## src/rtl/lpca_pkg.sv

```systemverilog
// Shared constants for the light/proximity configuration and alert block
package lpca_pkg;
  // Register offsets
  localparam logic [3:0] LPCA_ADDR_RSVD   = 4'h0;
  localparam logic [3:0] LPCA_ADDR_CFG    = 4'h1;
  localparam logic [3:0] LPCA_ADDR_ALERT  = 4'h2;
  localparam logic [3:0] LPCA_ADDR_PLT    = 4'h3;
  localparam logic [3:0] LPCA_ADDR_PHT    = 4'h4;
  localparam logic [3:0] LPCA_ADDR_ATH1   = 4'h5;
  localparam logic [3:0] LPCA_ADDR_ATH2   = 4'h6;
  localparam logic [3:0] LPCA_ADDR_ATH3   = 4'h7;
  localparam logic [3:0] LPCA_ADDR_PDATA  = 4'h8;
  localparam logic [3:0] LPCA_ADDR_ADATA1 = 4'h9;
  localparam logic [3:0] LPCA_ADDR_ADATA2 = 4'ha;
  // Reset values
  localparam logic [7:0] LPCA_RST_CFG    = 8'h00;
  localparam logic [7:0] LPCA_RST_ALERT  = 8'h00;
  localparam logic [7:0] LPCA_RST_PLT    = 8'h00;
  localparam logic [7:0] LPCA_RST_PHT    = 8'hff;
  localparam logic [7:0] LPCA_RST_ATH1   = 8'h00;
  localparam logic [7:0] LPCA_RST_ATH2   = 8'hf0;
  localparam logic [7:0] LPCA_RST_ATH3   = 8'hff;
  localparam logic [7:0] LPCA_RST_DATA   = 8'h00;
  localparam logic [7:0] LPCA_RSVD_VALUE = 8'h00;
  // Configuration field positions
  localparam int LPCA_CFG_PROX_EN  = 7;
  localparam int LPCA_CFG_SLP_HI   = 6;
  localparam int LPCA_CFG_SLP_LO   = 4;
  localparam int LPCA_CFG_DRIVE    = 3;
  localparam int LPCA_CFG_AMB_EN   = 2;
  localparam int LPCA_CFG_RANGE    = 1;
  localparam int LPCA_CFG_SPECTRUM = 0;
  // Alert control field positions
  localparam int LPCA_AL_PFLAG    = 7;
  localparam int LPCA_AL_PPRST_HI = 6;
  localparam int LPCA_AL_PPRST_LO = 5;
  localparam int LPCA_AL_UNUSED   = 4;
  localparam int LPCA_AL_AFLAG    = 3;
  localparam int LPCA_AL_APRST_HI = 2;
  localparam int LPCA_AL_APRST_LO = 1;
  localparam int LPCA_AL_COMBINE  = 0;
  // Timing, in ns, and derived cycle counts at 125 MHz
  localparam longint LPCA_CLK_NS        = 8;
  localparam longint LPCA_PROX_CONV_NS  = 540000;
  localparam longint LPCA_SLEEP_UNIT_NS = 12500000;
  localparam longint LPCA_AMB_PERIOD_NS = 100000000;
  localparam logic [31:0] LPCA_PROX_CONV_CYC =
    32'((LPCA_PROX_CONV_NS + LPCA_CLK_NS - 1) / LPCA_CLK_NS);
  localparam logic [31:0] LPCA_SLEEP_UNIT_CYC =
    32'((LPCA_SLEEP_UNIT_NS + LPCA_CLK_NS - 1) / LPCA_CLK_NS);
  localparam logic [31:0] LPCA_AMB_PERIOD_CYC =
    32'((LPCA_AMB_PERIOD_NS + LPCA_CLK_NS - 1) / LPCA_CLK_NS);
  // Persistence: counts needed per code
  localparam logic [4:0] LPCA_PRST_N0 = 5'd1;
  localparam logic [4:0] LPCA_PRST_N1 = 5'd4;
  localparam logic [4:0] LPCA_PRST_N2 = 5'd8;
  localparam logic [4:0] LPCA_PRST_N3 = 5'd16;
  typedef enum logic [1:0] {LPCA_P_IDLE, LPCA_P_CONV, LPCA_P_SLEEP} lpca_pstate_t;
endpackage

```

## src/rtl/lpca_persist.sv

```systemverilog
// Consecutive-trip persistence counter for one event flag
`timescale 1ns/1ns
module lpca_persist
  import lpca_pkg::*;
(
  input  wire logic       ref_clk,
  input  wire logic       rst,
  input  wire logic       conv_done,
  input  wire logic       trip,
  input  wire logic [1:0] sel,
  output logic            fire
);
  logic [4:0] cnt_r;
  logic [4:0] need;
  logic [4:0] cnt_inc;

  always_comb begin
    case (sel)
      2'b00:   need = LPCA_PRST_N0;
      2'b01:   need = LPCA_PRST_N1;
      2'b10:   need = LPCA_PRST_N2;
      default: need = LPCA_PRST_N3;
    endcase
  end

  // Saturates at the largest count so a long run keeps firing
  assign cnt_inc = (cnt_r == LPCA_PRST_N3) ? cnt_r : cnt_r + 5'd1;
  assign fire    = conv_done && trip && (cnt_inc >= need);

  always_ff @(posedge ref_clk or posedge rst) begin
    if (rst) begin
      cnt_r <= 5'd0;
    end else if (conv_done) begin
      cnt_r <= trip ? cnt_inc : 5'd0;
    end
  end
endmodule

```

## src/rtl/lpca_top.sv

```systemverilog
// Configuration, conversion scheduling and alert logic of the light/proximity sensor
// Notes on behaviour
// - Proximity enable off stops sensing; on converts continuously, first result after 0.54ms.
// - Sleep codes 111/110/101/100 give 0, 12.5, 50, 75 ms between LED pulses.
// - Sleep codes 011/010/001/000 give 100, 200, 400, 800 ms; 000 at reset.
// - LED drive bit picks 110mA when clear, 220mA when set.
// - Ambient enable off stops sensing; on gives a new result every 100ms.
// - Ambient range bit selects low-lux at 0, high-lux at 1.
// - Spectrum bit selects visible data at 0, infrared data at 1.
// - Proximity flag bit 7 is sticky; set by event, cleared only by writing 0.
// - Proximity persistence bits 6:5 need 1, 4, 8 or 16 trips.
// - Ambient flag bit 3 is sticky; set by event, cleared only by writing 0.
// - Ambient persistence bits 2:1 need 1, 4, 8 or 16 out-of-window results.
// - Combine bit 0 drives alert low when either flag is set.
// - Combine bit 1 drives alert low only when both flags are set.
// - Register 0x00 is reserved, read-only, content meaningless.
// - Proximity compared to 8-bit low/high thresholds, reset 0x00 and 0xFF.
// - Ambient window uses 12-bit thresholds in registers 0x05 to 0x07.
// - Each proximity result lands in read-only register 0x08, reset 0x00.
`timescale 1ns/1ns
module lpca_top
  import lpca_pkg::*;
#(
  parameter logic [31:0] PROX_CONV_CYC  = LPCA_PROX_CONV_CYC,
  parameter logic [31:0] SLEEP_UNIT_CYC = LPCA_SLEEP_UNIT_CYC,
  parameter logic [31:0] AMB_PERIOD_CYC = LPCA_AMB_PERIOD_CYC
)
(
  input  wire logic        ref_clk,
  input  wire logic        rst,
  input  wire logic [3:0]  reg_addr,
  input  wire logic        reg_wr_en,
  input  wire logic [7:0]  reg_wdata,
  input  wire logic        reg_rd_en,
  output logic [7:0]       reg_rdata,
  input  wire logic [7:0]  prox_adc_data,
  input  wire logic [11:0] amb_adc_data,
  output logic             led_pulse,
  output logic             led_drive_high,
  output logic             amb_convert,
  output logic             amb_range_high,
  output logic             amb_spectrum_ir,
  output logic             alert_out,
  output logic             alert_oe
);
  logic [7:0]   cfg_r;
  logic [7:0]   alert_r;
  logic [7:0]   plt_r;
  logic [7:0]   pht_r;
  logic [7:0]   ath1_r;
  logic [7:0]   ath2_r;
  logic [7:0]   ath3_r;
  logic [7:0]   pdata_r;
  logic [11:0]  adata_r;
  logic [7:0]   rdata_r;
  lpca_pstate_t pstate_r;
  logic [31:0]  pcnt_r;
  logic [31:0]  acnt_r;
  logic         led_pulse_r;
  logic         alert_oe_r;
  logic         prox_end;
  logic         amb_end;
  logic         prox_trip;
  logic         amb_trip;
  logic         prox_fire;
  logic         amb_fire;
  logic         alert_wr;
  logic         alert_cond;
  logic [31:0]  sleep_cyc;
  function automatic logic outside(input logic [11:0] v, input logic [11:0] lo,
                                   input logic [11:0] hi);
    outside = (v < lo) || (v > hi);
  endfunction
  function automatic logic [31:0] sleep_units(input logic [2:0] code);
    case (code)
      3'b111:  sleep_units = 32'd0;
      3'b110:  sleep_units = 32'd1;
      3'b101:  sleep_units = 32'd4;
      3'b100:  sleep_units = 32'd6;
      3'b011:  sleep_units = 32'd8;
      3'b010:  sleep_units = 32'd16;
      3'b001:  sleep_units = 32'd32;
      default: sleep_units = 32'd64;
    endcase
  endfunction
  assign sleep_cyc = 32'(sleep_units(cfg_r[LPCA_CFG_SLP_HI:LPCA_CFG_SLP_LO]) * SLEEP_UNIT_CYC);
  assign prox_end  = (pstate_r == LPCA_P_CONV) && (pcnt_r == PROX_CONV_CYC - 32'd1);
  assign amb_end   = cfg_r[LPCA_CFG_AMB_EN] && (acnt_r == AMB_PERIOD_CYC - 32'd1);
  assign prox_trip = outside({4'h0, prox_adc_data}, {4'h0, plt_r}, {4'h0, pht_r});
  assign amb_trip  = outside(amb_adc_data, {ath2_r[3:0], ath1_r},
                             {ath3_r, ath2_r[7:4]});
  assign alert_wr  = reg_wr_en && (reg_addr == LPCA_ADDR_ALERT);
  assign alert_cond = alert_r[LPCA_AL_COMBINE] ?
                      (alert_r[LPCA_AL_PFLAG] && alert_r[LPCA_AL_AFLAG]) :
                      (alert_r[LPCA_AL_PFLAG] || alert_r[LPCA_AL_AFLAG]);
  // Writable configuration and threshold registers
  always_ff @(posedge ref_clk or posedge rst) begin
    if (rst) begin
      cfg_r  <= LPCA_RST_CFG;
      plt_r  <= LPCA_RST_PLT;
      pht_r  <= LPCA_RST_PHT;
      ath1_r <= LPCA_RST_ATH1;
      ath2_r <= LPCA_RST_ATH2;
      ath3_r <= LPCA_RST_ATH3;
    end else if (reg_wr_en) begin
      case (reg_addr)
        LPCA_ADDR_CFG:  cfg_r  <= reg_wdata;
        LPCA_ADDR_PLT:  plt_r  <= reg_wdata;
        LPCA_ADDR_PHT:  pht_r  <= reg_wdata;
        LPCA_ADDR_ATH1: ath1_r <= reg_wdata;
        LPCA_ADDR_ATH2: ath2_r <= reg_wdata;
        LPCA_ADDR_ATH3: ath3_r <= reg_wdata;
        default: ;
      endcase
    end
  end
  // Alert control: flags set by events, cleared by writing 0; set wins
  always_ff @(posedge ref_clk or posedge rst) begin
    if (rst) begin
      alert_r <= LPCA_RST_ALERT;
    end else begin
      if (alert_wr) begin
        alert_r[6:4] <= reg_wdata[6:4];
        alert_r[2:0] <= reg_wdata[2:0];
      end
      if (prox_fire) begin
        alert_r[LPCA_AL_PFLAG] <= 1'b1;
      end else if (alert_wr && !reg_wdata[LPCA_AL_PFLAG]) begin
        alert_r[LPCA_AL_PFLAG] <= 1'b0;
      end
      if (amb_fire) begin
        alert_r[LPCA_AL_AFLAG] <= 1'b1;
      end else if (alert_wr && !reg_wdata[LPCA_AL_AFLAG]) begin
        alert_r[LPCA_AL_AFLAG] <= 1'b0;
      end
    end
  end
  lpca_persist u_prox_persist (
    .ref_clk   (ref_clk),
    .rst       (rst),
    .conv_done (prox_end),
    .trip      (prox_trip),
    .sel       (alert_r[LPCA_AL_PPRST_HI:LPCA_AL_PPRST_LO]),
    .fire      (prox_fire)
  );
  lpca_persist u_amb_persist (
    .ref_clk   (ref_clk),
    .rst       (rst),
    .conv_done (amb_end),
    .trip      (amb_trip),
    .sel       (alert_r[LPCA_AL_APRST_HI:LPCA_AL_APRST_LO]),
    .fire      (amb_fire)
  );
  // Proximity scheduler: convert with LED, then sleep
  always_ff @(posedge ref_clk or posedge rst) begin
    if (rst) begin
      pstate_r <= LPCA_P_IDLE;
      pcnt_r   <= 32'd0;
    end else if (!cfg_r[LPCA_CFG_PROX_EN]) begin
      pstate_r <= LPCA_P_IDLE;
      pcnt_r   <= 32'd0;
    end else begin
      case (pstate_r)
        LPCA_P_IDLE: begin
          pstate_r <= LPCA_P_CONV;
          pcnt_r   <= 32'd0;
        end
        LPCA_P_CONV: begin
          if (prox_end) begin
            pstate_r <= (sleep_cyc == 32'd0) ? LPCA_P_CONV : LPCA_P_SLEEP;
            pcnt_r   <= 32'd0;
          end else begin
            pcnt_r <= pcnt_r + 32'd1;
          end
        end
        LPCA_P_SLEEP: begin
          if (pcnt_r >= sleep_cyc - 32'd1) begin
            pstate_r <= LPCA_P_CONV;
            pcnt_r   <= 32'd0;
          end else begin
            pcnt_r <= pcnt_r + 32'd1;
          end
        end
        default: begin
          pstate_r <= LPCA_P_IDLE;
          pcnt_r   <= 32'd0;
        end
      endcase
    end
  end
  // Ambient period counter
  always_ff @(posedge ref_clk or posedge rst) begin
    if (rst) begin
      acnt_r <= 32'd0;
    end else if (!cfg_r[LPCA_CFG_AMB_EN] || amb_end) begin
      acnt_r <= 32'd0;
    end else begin
      acnt_r <= acnt_r + 32'd1;
    end
  end
  // Result registers
  always_ff @(posedge ref_clk or posedge rst) begin
    if (rst) begin
      pdata_r <= LPCA_RST_DATA;
      adata_r <= {4'h0, LPCA_RST_DATA};
    end else begin
      if (prox_end) begin
        pdata_r <= prox_adc_data;
      end
      if (amb_end) begin
        adata_r <= amb_adc_data;
      end
    end
  end
  // Pin-facing flops
  always_ff @(posedge ref_clk or posedge rst) begin
    if (rst) begin
      led_pulse_r <= 1'b0;
      alert_oe_r  <= 1'b0;
    end else begin
      led_pulse_r <= (pstate_r == LPCA_P_CONV) && cfg_r[LPCA_CFG_PROX_EN];
      alert_oe_r  <= alert_cond;
    end
  end
  // Register read port
  always_ff @(posedge ref_clk or posedge rst) begin
    if (rst) begin
      rdata_r <= 8'h00;
    end else if (reg_rd_en) begin
      case (reg_addr)
        LPCA_ADDR_RSVD:   rdata_r <= LPCA_RSVD_VALUE;
        LPCA_ADDR_CFG:    rdata_r <= cfg_r;
        LPCA_ADDR_ALERT:  rdata_r <= alert_r;
        LPCA_ADDR_PLT:    rdata_r <= plt_r;
        LPCA_ADDR_PHT:    rdata_r <= pht_r;
        LPCA_ADDR_ATH1:   rdata_r <= ath1_r;
        LPCA_ADDR_ATH2:   rdata_r <= ath2_r;
        LPCA_ADDR_ATH3:   rdata_r <= ath3_r;
        LPCA_ADDR_PDATA:  rdata_r <= pdata_r;
        LPCA_ADDR_ADATA1: rdata_r <= adata_r[7:0];
        LPCA_ADDR_ADATA2: rdata_r <= {4'h0, adata_r[11:8]};
        default:          rdata_r <= 8'h00;
      endcase
    end
  end
  assign reg_rdata       = rdata_r;
  assign led_pulse       = led_pulse_r;
  assign led_drive_high  = cfg_r[LPCA_CFG_DRIVE];
  assign amb_convert     = cfg_r[LPCA_CFG_AMB_EN];
  assign amb_range_high  = cfg_r[LPCA_CFG_RANGE];
  assign amb_spectrum_ir = cfg_r[LPCA_CFG_SPECTRUM];
  assign alert_out       = 1'b0;
  assign alert_oe        = alert_oe_r;
endmodule

```

## config.mk

```make
export PLATFORM = sky130hd
export DESIGN_NAME = lpca_top
export DESIGN_NICKNAME = d
export VERILOG_FILES = /design/src/rtl/lpca_pkg.sv /design/src/rtl/lpca_persist.sv /design/src/rtl/lpca_top.sv
export SDC_FILE = /design/constraint.sdc
export NUM_CORES = 1
export LEC_CHECK = 0
export BUFFER_PORTS_ARGS = -buffer_cell sky130_fd_sc_hd__buf_2
export CAP_MARGIN = 5
export CORE_MARGIN = 1
export CORE_UTILIZATION = 46
export CTS_CLUSTER_DIAMETER = 120
export DETAILED_ROUTE_END_ITERATION = 16
export PLACE_DENSITY = 0.72
export SKIP_CTS_REPAIR_TIMING = 1
export SYNTH_ARGS = -nofsm -noshare
export SYNTH_HDL_FRONTEND = slang
export SYNTH_SLANG_ARGS = --single-unit
```

## constraint.sdc

```tcl
create_clock -name ref_clk -period 7.25 [get_ports ref_clk]
set_input_delay 1.0875 -clock ref_clk [delete_from_list [all_inputs] [get_ports ref_clk]]
set_output_delay 1.0875 -clock ref_clk [all_outputs]
set_load 0.05 [all_outputs]
```

# [Word level (Yosys, flattened, before mapping)]
# Index checks and enable logic that the tools add are counted.
[totals] ff_bits=162 inputBits=36 elab_cells=115 out_inout_bits=15
[classes] n_mul=1 n_mux=23 n_eq_ne=29 n_lt_le_gt_ge=7 addsub=5 reduce_logical=31
[ops] op="$mux W32" n=4
[ops] op="$pmux W8 S10" n=1
[ops] op="$add A32 B1 Y32 const B" n=2
[ops] op="$pmux W32 S2" n=1
[ops] op="$pmux W7 S7" n=1
[ops] op="$eq A32 B17 Y1 const B" n=1
[ops] op="$eq A32 B24 Y1 const B" n=1
[ops] op="$ge A32 B32 Y1" n=1
[ops] op="$logic_not A32 Y1" n=1
[ops] op="$mul A32 B19 Y30 const B" n=1
[ops] op="$sub A32 B1 Y32 const B" n=1
[ops] op="$pmux W5 S3" n=2
[ops] op="$mux W5" n=4
[ops] op="$eq A4 B3 Y1 const B" n=4
[ops] op="$reduce_and A2 Y1" n=7
[ops] op="$eq A3 B3 Y1 const B" n=4
[ops] op="$eq A4 B4 Y1 const B" n=3
[ops] op="$gt A12 B12 Y1" n=1
[ops] op="$lt A12 B12 Y1" n=1
[ops] op="$logic_and A1 B1 Y1" n=11
[ops] op="$add A5 B1 Y5 const B" n=2
[ops] op="$eq A5 B5 Y1 const B" n=2
[ops] op="$ge A5 B5 Y1" n=2
[ops] op="$eq A4 B2 Y1 const B" n=2
[ops] op="other kinds (16)" n=36

# [Logic depth before layout (Yosys ltp)]
[depth] word_depth=8 mapped_depth=32 depth_no_buf=28

# [By module]
# Synthesis repeated with hierarchy kept, for this count alone.
[hier_totals] hier_cells=1328 area_unflattened_um2=12314.3
[by_module_without_submodules] module="lpca_top" cells_per_inst=1232 instances=1 area_each_um2=11433.5 seq_area_each_um2=3828.7
[by_module_without_submodules] module="lpca_persist" cells_per_inst=48 instances=2 area_each_um2=440.4 seq_area_each_um2=125.1

# [Worst setup path after synthesis]
# Ideal clock, no wire load.
[synth_timing] path_kind="reg-to-reg" start="register cfg_r[4]" end="register pcnt_r[23]" required_ps=7118 synth_period_minus_slack_ps=7817 setup_slack_ps=-567 stages_incl_launch_ff=33 arrival_ps=7685 setup_time_ps=132 path_buffers=4 cell_sequence="dfrtp_1 > buf_6 > clkbuf_1 > nor2b_1 > nor2b_1 > inv_1 > ha_1 > o31ai_1 > fa_1 > inv_1 > fa_1 > fa_1 > ha_1 > buf_2 > nand4_1 > a221oi_1 > nor4_1 > nor3_1 > xnor2_1 > a21boi_2 > nand2_1 > nor4_1 > xnor2_1 > ha_1 > a21o_1 > a21o_1 > a21oi_1 > o2111ai_1 > o22ai_1 > a31oi_1 > nand3b_1 > clkbuf_1 > nor2_1"
[synth_via] elab_chain_cells=8 word_cells_on_any_way=14 classes_between="add/sub: 1; mul: 1; order compare: 1; eq/ne: 7; mux: 4"
[synth_lines] element="from (decl)" line_no="lpca_top.sv:46" source="logic [7:0] cfg_r;"
[synth_lines] element="from (signal assigned)" line_no="lpca_top.sv:107" source="LPCA_ADDR_CFG: cfg_r <= reg_wdata;"
[synth_lines] element="$eq A3 B1 Y1, or another cell as far along" line_no="lpca_top.sv:75" source="case (code)"
[synth_lines] element="$pmux W7 S7 *" line_no="lpca_top.sv:75"
[synth_lines] element="$mul A32 B19 Y30 *" line_no="lpca_top.sv:86" source="assign sleep_cyc = 32'(sleep_units(cfg_r[LPCA_CFG_SLP_HI:LPCA_CFG_SLP_LO]) * SLEEP_UNIT_CYC);"
[synth_lines] element="$sub A32 B1 Y32 *" line_no="lpca_top.sv:177" source="if (pcnt_r >= sleep_cyc - 32'd1) begin"
[synth_lines] element="$ge A32 B32 Y1 *" line_no="lpca_top.sv:177"
[synth_lines] element="$mux W32 *" line_no="lpca_top.sv:177"
[synth_lines] element="$pmux W32 S2 *" line_no="lpca_top.sv:163" source="case (pstate_r)"
[synth_lines] element="$mux W32 *" line_no="lpca_top.sv:159" source="end else if (!cfg_r[LPCA_CFG_PROX_EN]) begin"
[synth_lines] element="to (signal assigned)" line_no="lpca_top.sv:173" source="pcnt_r <= pcnt_r + 32'd1;"
[synth_lines] element="to (signal assigned)" line_no="lpca_top.sv:181" source="pcnt_r <= pcnt_r + 32'd1;"
[synth_lines] element="to (decl)" line_no="lpca_top.sv:57" source="logic [31:0] pcnt_r;"
# Every way passes the cells marked *; elsewhere a longest branch is shown, timed or not.
# A chain may end at the register's enable or synchronous reset.

# [Worst setup path in the final report]
[layout_timing] start="register cfg_r[4]" end="register pcnt_r[28]"
# Same word-level chain as after synthesis.

==> metrics.md <==
| Metric | Value |
|---|---|
| Status | complete, no violations |
| CTS tree | built |
| Synth warn | 0 |
| Synth top cells by count | dfrtp_1 (142), ha_1 (136), nor2_1 (135) |
| Power Dens Cells | 306 nW/um^2 |
| Highest-delay cell along the critical path | fa_2 |
| Critical Path RT | roughly 7.6 ns |
| Most common cell in the netlist | dfrtp_1 |
| Area post-placement | around 13000 sq um |
| Vias in the first global route | ~9600 |
| DP HPWL | roughly 22000 microns |
| Fraction of layout cells with a size suffix above 1 | between 10% and 20% |
| Arrival time worst endpoint | ~7.3 ns |
| Cells after synthesis | between 1000 and 1500 |
| Core Util, Final | between 50% and 60% |
| Slew @ Worst Pin | 1.18 ns |
| First-pass GRT wire length | 48700 microns |
| Number of buffers on the longest clock path | 2 |
| Largest net degree at the start of global routing | 86 |
| Post-placement cell count | around 1700 |
| Number of I/O port buffers | slightly below 50 |
| Slew Limit Fails | 0 |
| Final nets | approximately 1600 |
| Yosys top cell area share | 29.4% |
| Ant. Diodes | 0 |
| Core Rows | between 50 and 60 |
| Final period util | slightly below 100% |
| Initial core utilization | between 40% and 50% |
| Syn_area_per_cell | 9.19 sq um |
| Detail Route Antenna Nets | 0 |
| # fillers | 2267 |
| Post-synth cell types | 83 |
| Via density | approximately 5.7 |
| Max_cap viols | 0 |
| Total clock sinks | 162 |
| Endpoints failing setup | 0 |
| Yosys top cell by area | dfrtp_1 |
| Top-level port count | between 50 and 60 |
| CP Launch Type | flop |
| Die area | 26900 sq um |
| Fmax | approximately 0.14 GHz |
| H-tree Lvls | 4 |
| Drt pass-1 iters | 5 |
| Clock tree root driver cell | clkbuf_16 |
| Layout Skew | roughly 0.013 ns |
| Top cells by area, synth | dfrtp_1 (29%), ha_1 (14%), mux2_2 (4.7%) |
| Largest delay contributor family on the critical path | simple AND/OR/NAND/NOR gates |
| Slew headroom | between 20% and 30% |
| Core area | approximately 25000 sq um |
| DRT Wirelength | ~30000 microns |
| Synth Register Bits | roughly 160 |
| Layout area overhead | 11.8% |
| Drt wl/cell | ~17 microns |
| Hold crit path type | reg2reg |
| Reg2reg setup slack | 0.28 ns |
| Top_reg_cell synth | dfrtp_1 |
| Seq/Total Area, Yosys | between 30% and 40% |
| Final Hold Viols | 0 |
| Post-Syn Area | between 10000 and 15000 sq um |
| Via count | a little under 10000 |
| Total power | around 4.1 mW |
| WP buf/inv | 4 |
| Post-route DRC | 0 |
| Crit path max fanout | 32 |
| Clk_lat worst skew | 0.43 ns |
| Starting DRT DRC Count | roughly 860 |
| Critical path class | reg2reg |
| Fin area | 13500 sq um |
| Total CTS buffers | 17 |
| EDFF count, synth | 0 |
| GR Overflow Total | 0 |
| Final critical-path required period | between 6 and 7 ns |
| Final Non-Filler Cells | ~1700 |
| Total GRT Usage | between 20% and 30% |
| Die Y | 164 microns |
| CP Capture Type | flop |
| RD Place Congestion | roughly 0.94 |
| Initial antenna violation count | 0 |
| Die width | 164 microns |
| Critical Path Max Stage Delay | a little over 0.6 ns |
| Post-synth ARST share | between 90% and 100% |
| Clk slew on worst S/H paths | around 0.07 ns |
| Pleak | 6.32 nW |
| Worst VDD drop | approximately 0.00018 V |
cell usage in the layout (no fill, tap or decap), drive strengths merged, types with 18 or more instances in the layout:
cell type and count:
clkbuf 18, xor2 50, o21ai 66, nand2 102
inv 105, buf 77, dfstp 20, nor2b 23
a21oi 47, and3 25, fa 18, mux2 50
nor3 24, a21o 25, xnor2 50, dfrtp 142
nand2b 20, ha 136, nor2 135, nand3 65
per-layer routing:
layer  part of all wire (%)  vias to the layer above  track usage, %  routed length, microns
li1                       -                     4708               -                       -
met5                      0                        -               0                       0
met4                    1.7                        0            5.81                     506
met2                     47                      272            37.1                   14100
met1                     46                     4812            32.3                   13700
met3                    5.0                       48            3.43                    1500
logic make-up (layout without fill, tap and decap cells):
kind of cell	count (synthesis)	in the layout	synth area share [%]
fa+ha+maj	155	155	17.1
xor+xnor	100	100	7.24
compound gates	233	233	12.8
simple gates	462	462	19.0
other cells	2	6	0.0621
mux	57	57	5.44
buf+inv	145	207	4.62
flops	162	162	33.7
state kept, by name, summed over array words and instances, names as in the netlist:
name and cells:
led_pulse 1, u_prox_persist.cnt_r 5, pcnt_r 32, plt_r 8
u_amb_persist.cnt_r 5, reg_rdata 8, pht_r 8, alert_r 8
acnt_r 32, cfg_r 8, ath3_r 8, ath1_r 8
ath2_r 8, pdata_r 8, pstate_r 2, adata_r 12
alert_oe 1
where the power goes:
group          switching (mW)  internal [mW]  total (mW)
sequential             0.0843           1.02        1.10
clock                   0.420          0.492       0.913
combinational            1.24          0.869        2.11
total                    1.75           2.38        4.13
path summary, 6_finish.rpt:
kind,startpoint,to,cells past startpoint
max,cfg_r[4],pcnt_r[28],30
min,pcnt_r[0],pcnt_r[0],1
max reg2reg,cfg_r[4],pcnt_r[28],30
min reg2reg,pcnt_r[0],pcnt_r[0],1
max in group asynchronous,rst,cfg_r[6],3
min in group asynchronous,rst,led_pulse,2
metrics by stage:
stage	worst slack, ns	TNS, ns	hold WS (ns)
after floorplan	-0.0475	-1.38	0.425
after global placement	0.185	0	0.443
after detailed placement	0.00702	0	0.450
after CTS	-0.0405	-0.748	0.462
after global routing	-0.104	-1.98	0.474
final	0.282	0	0.453
layout make-up:
class                      count  area, sq um  area share (%)
clock inverter                14          166            1.23
tap                          330          413            3.06
multi-input combinational   1013         7580            56.1
sequential                   162         4080            30.2
timing repair buffer          77          467            3.45
clock buffer                  18          429            3.18
inverter                      98          373            2.76
(Power assumes the default switching activity.)
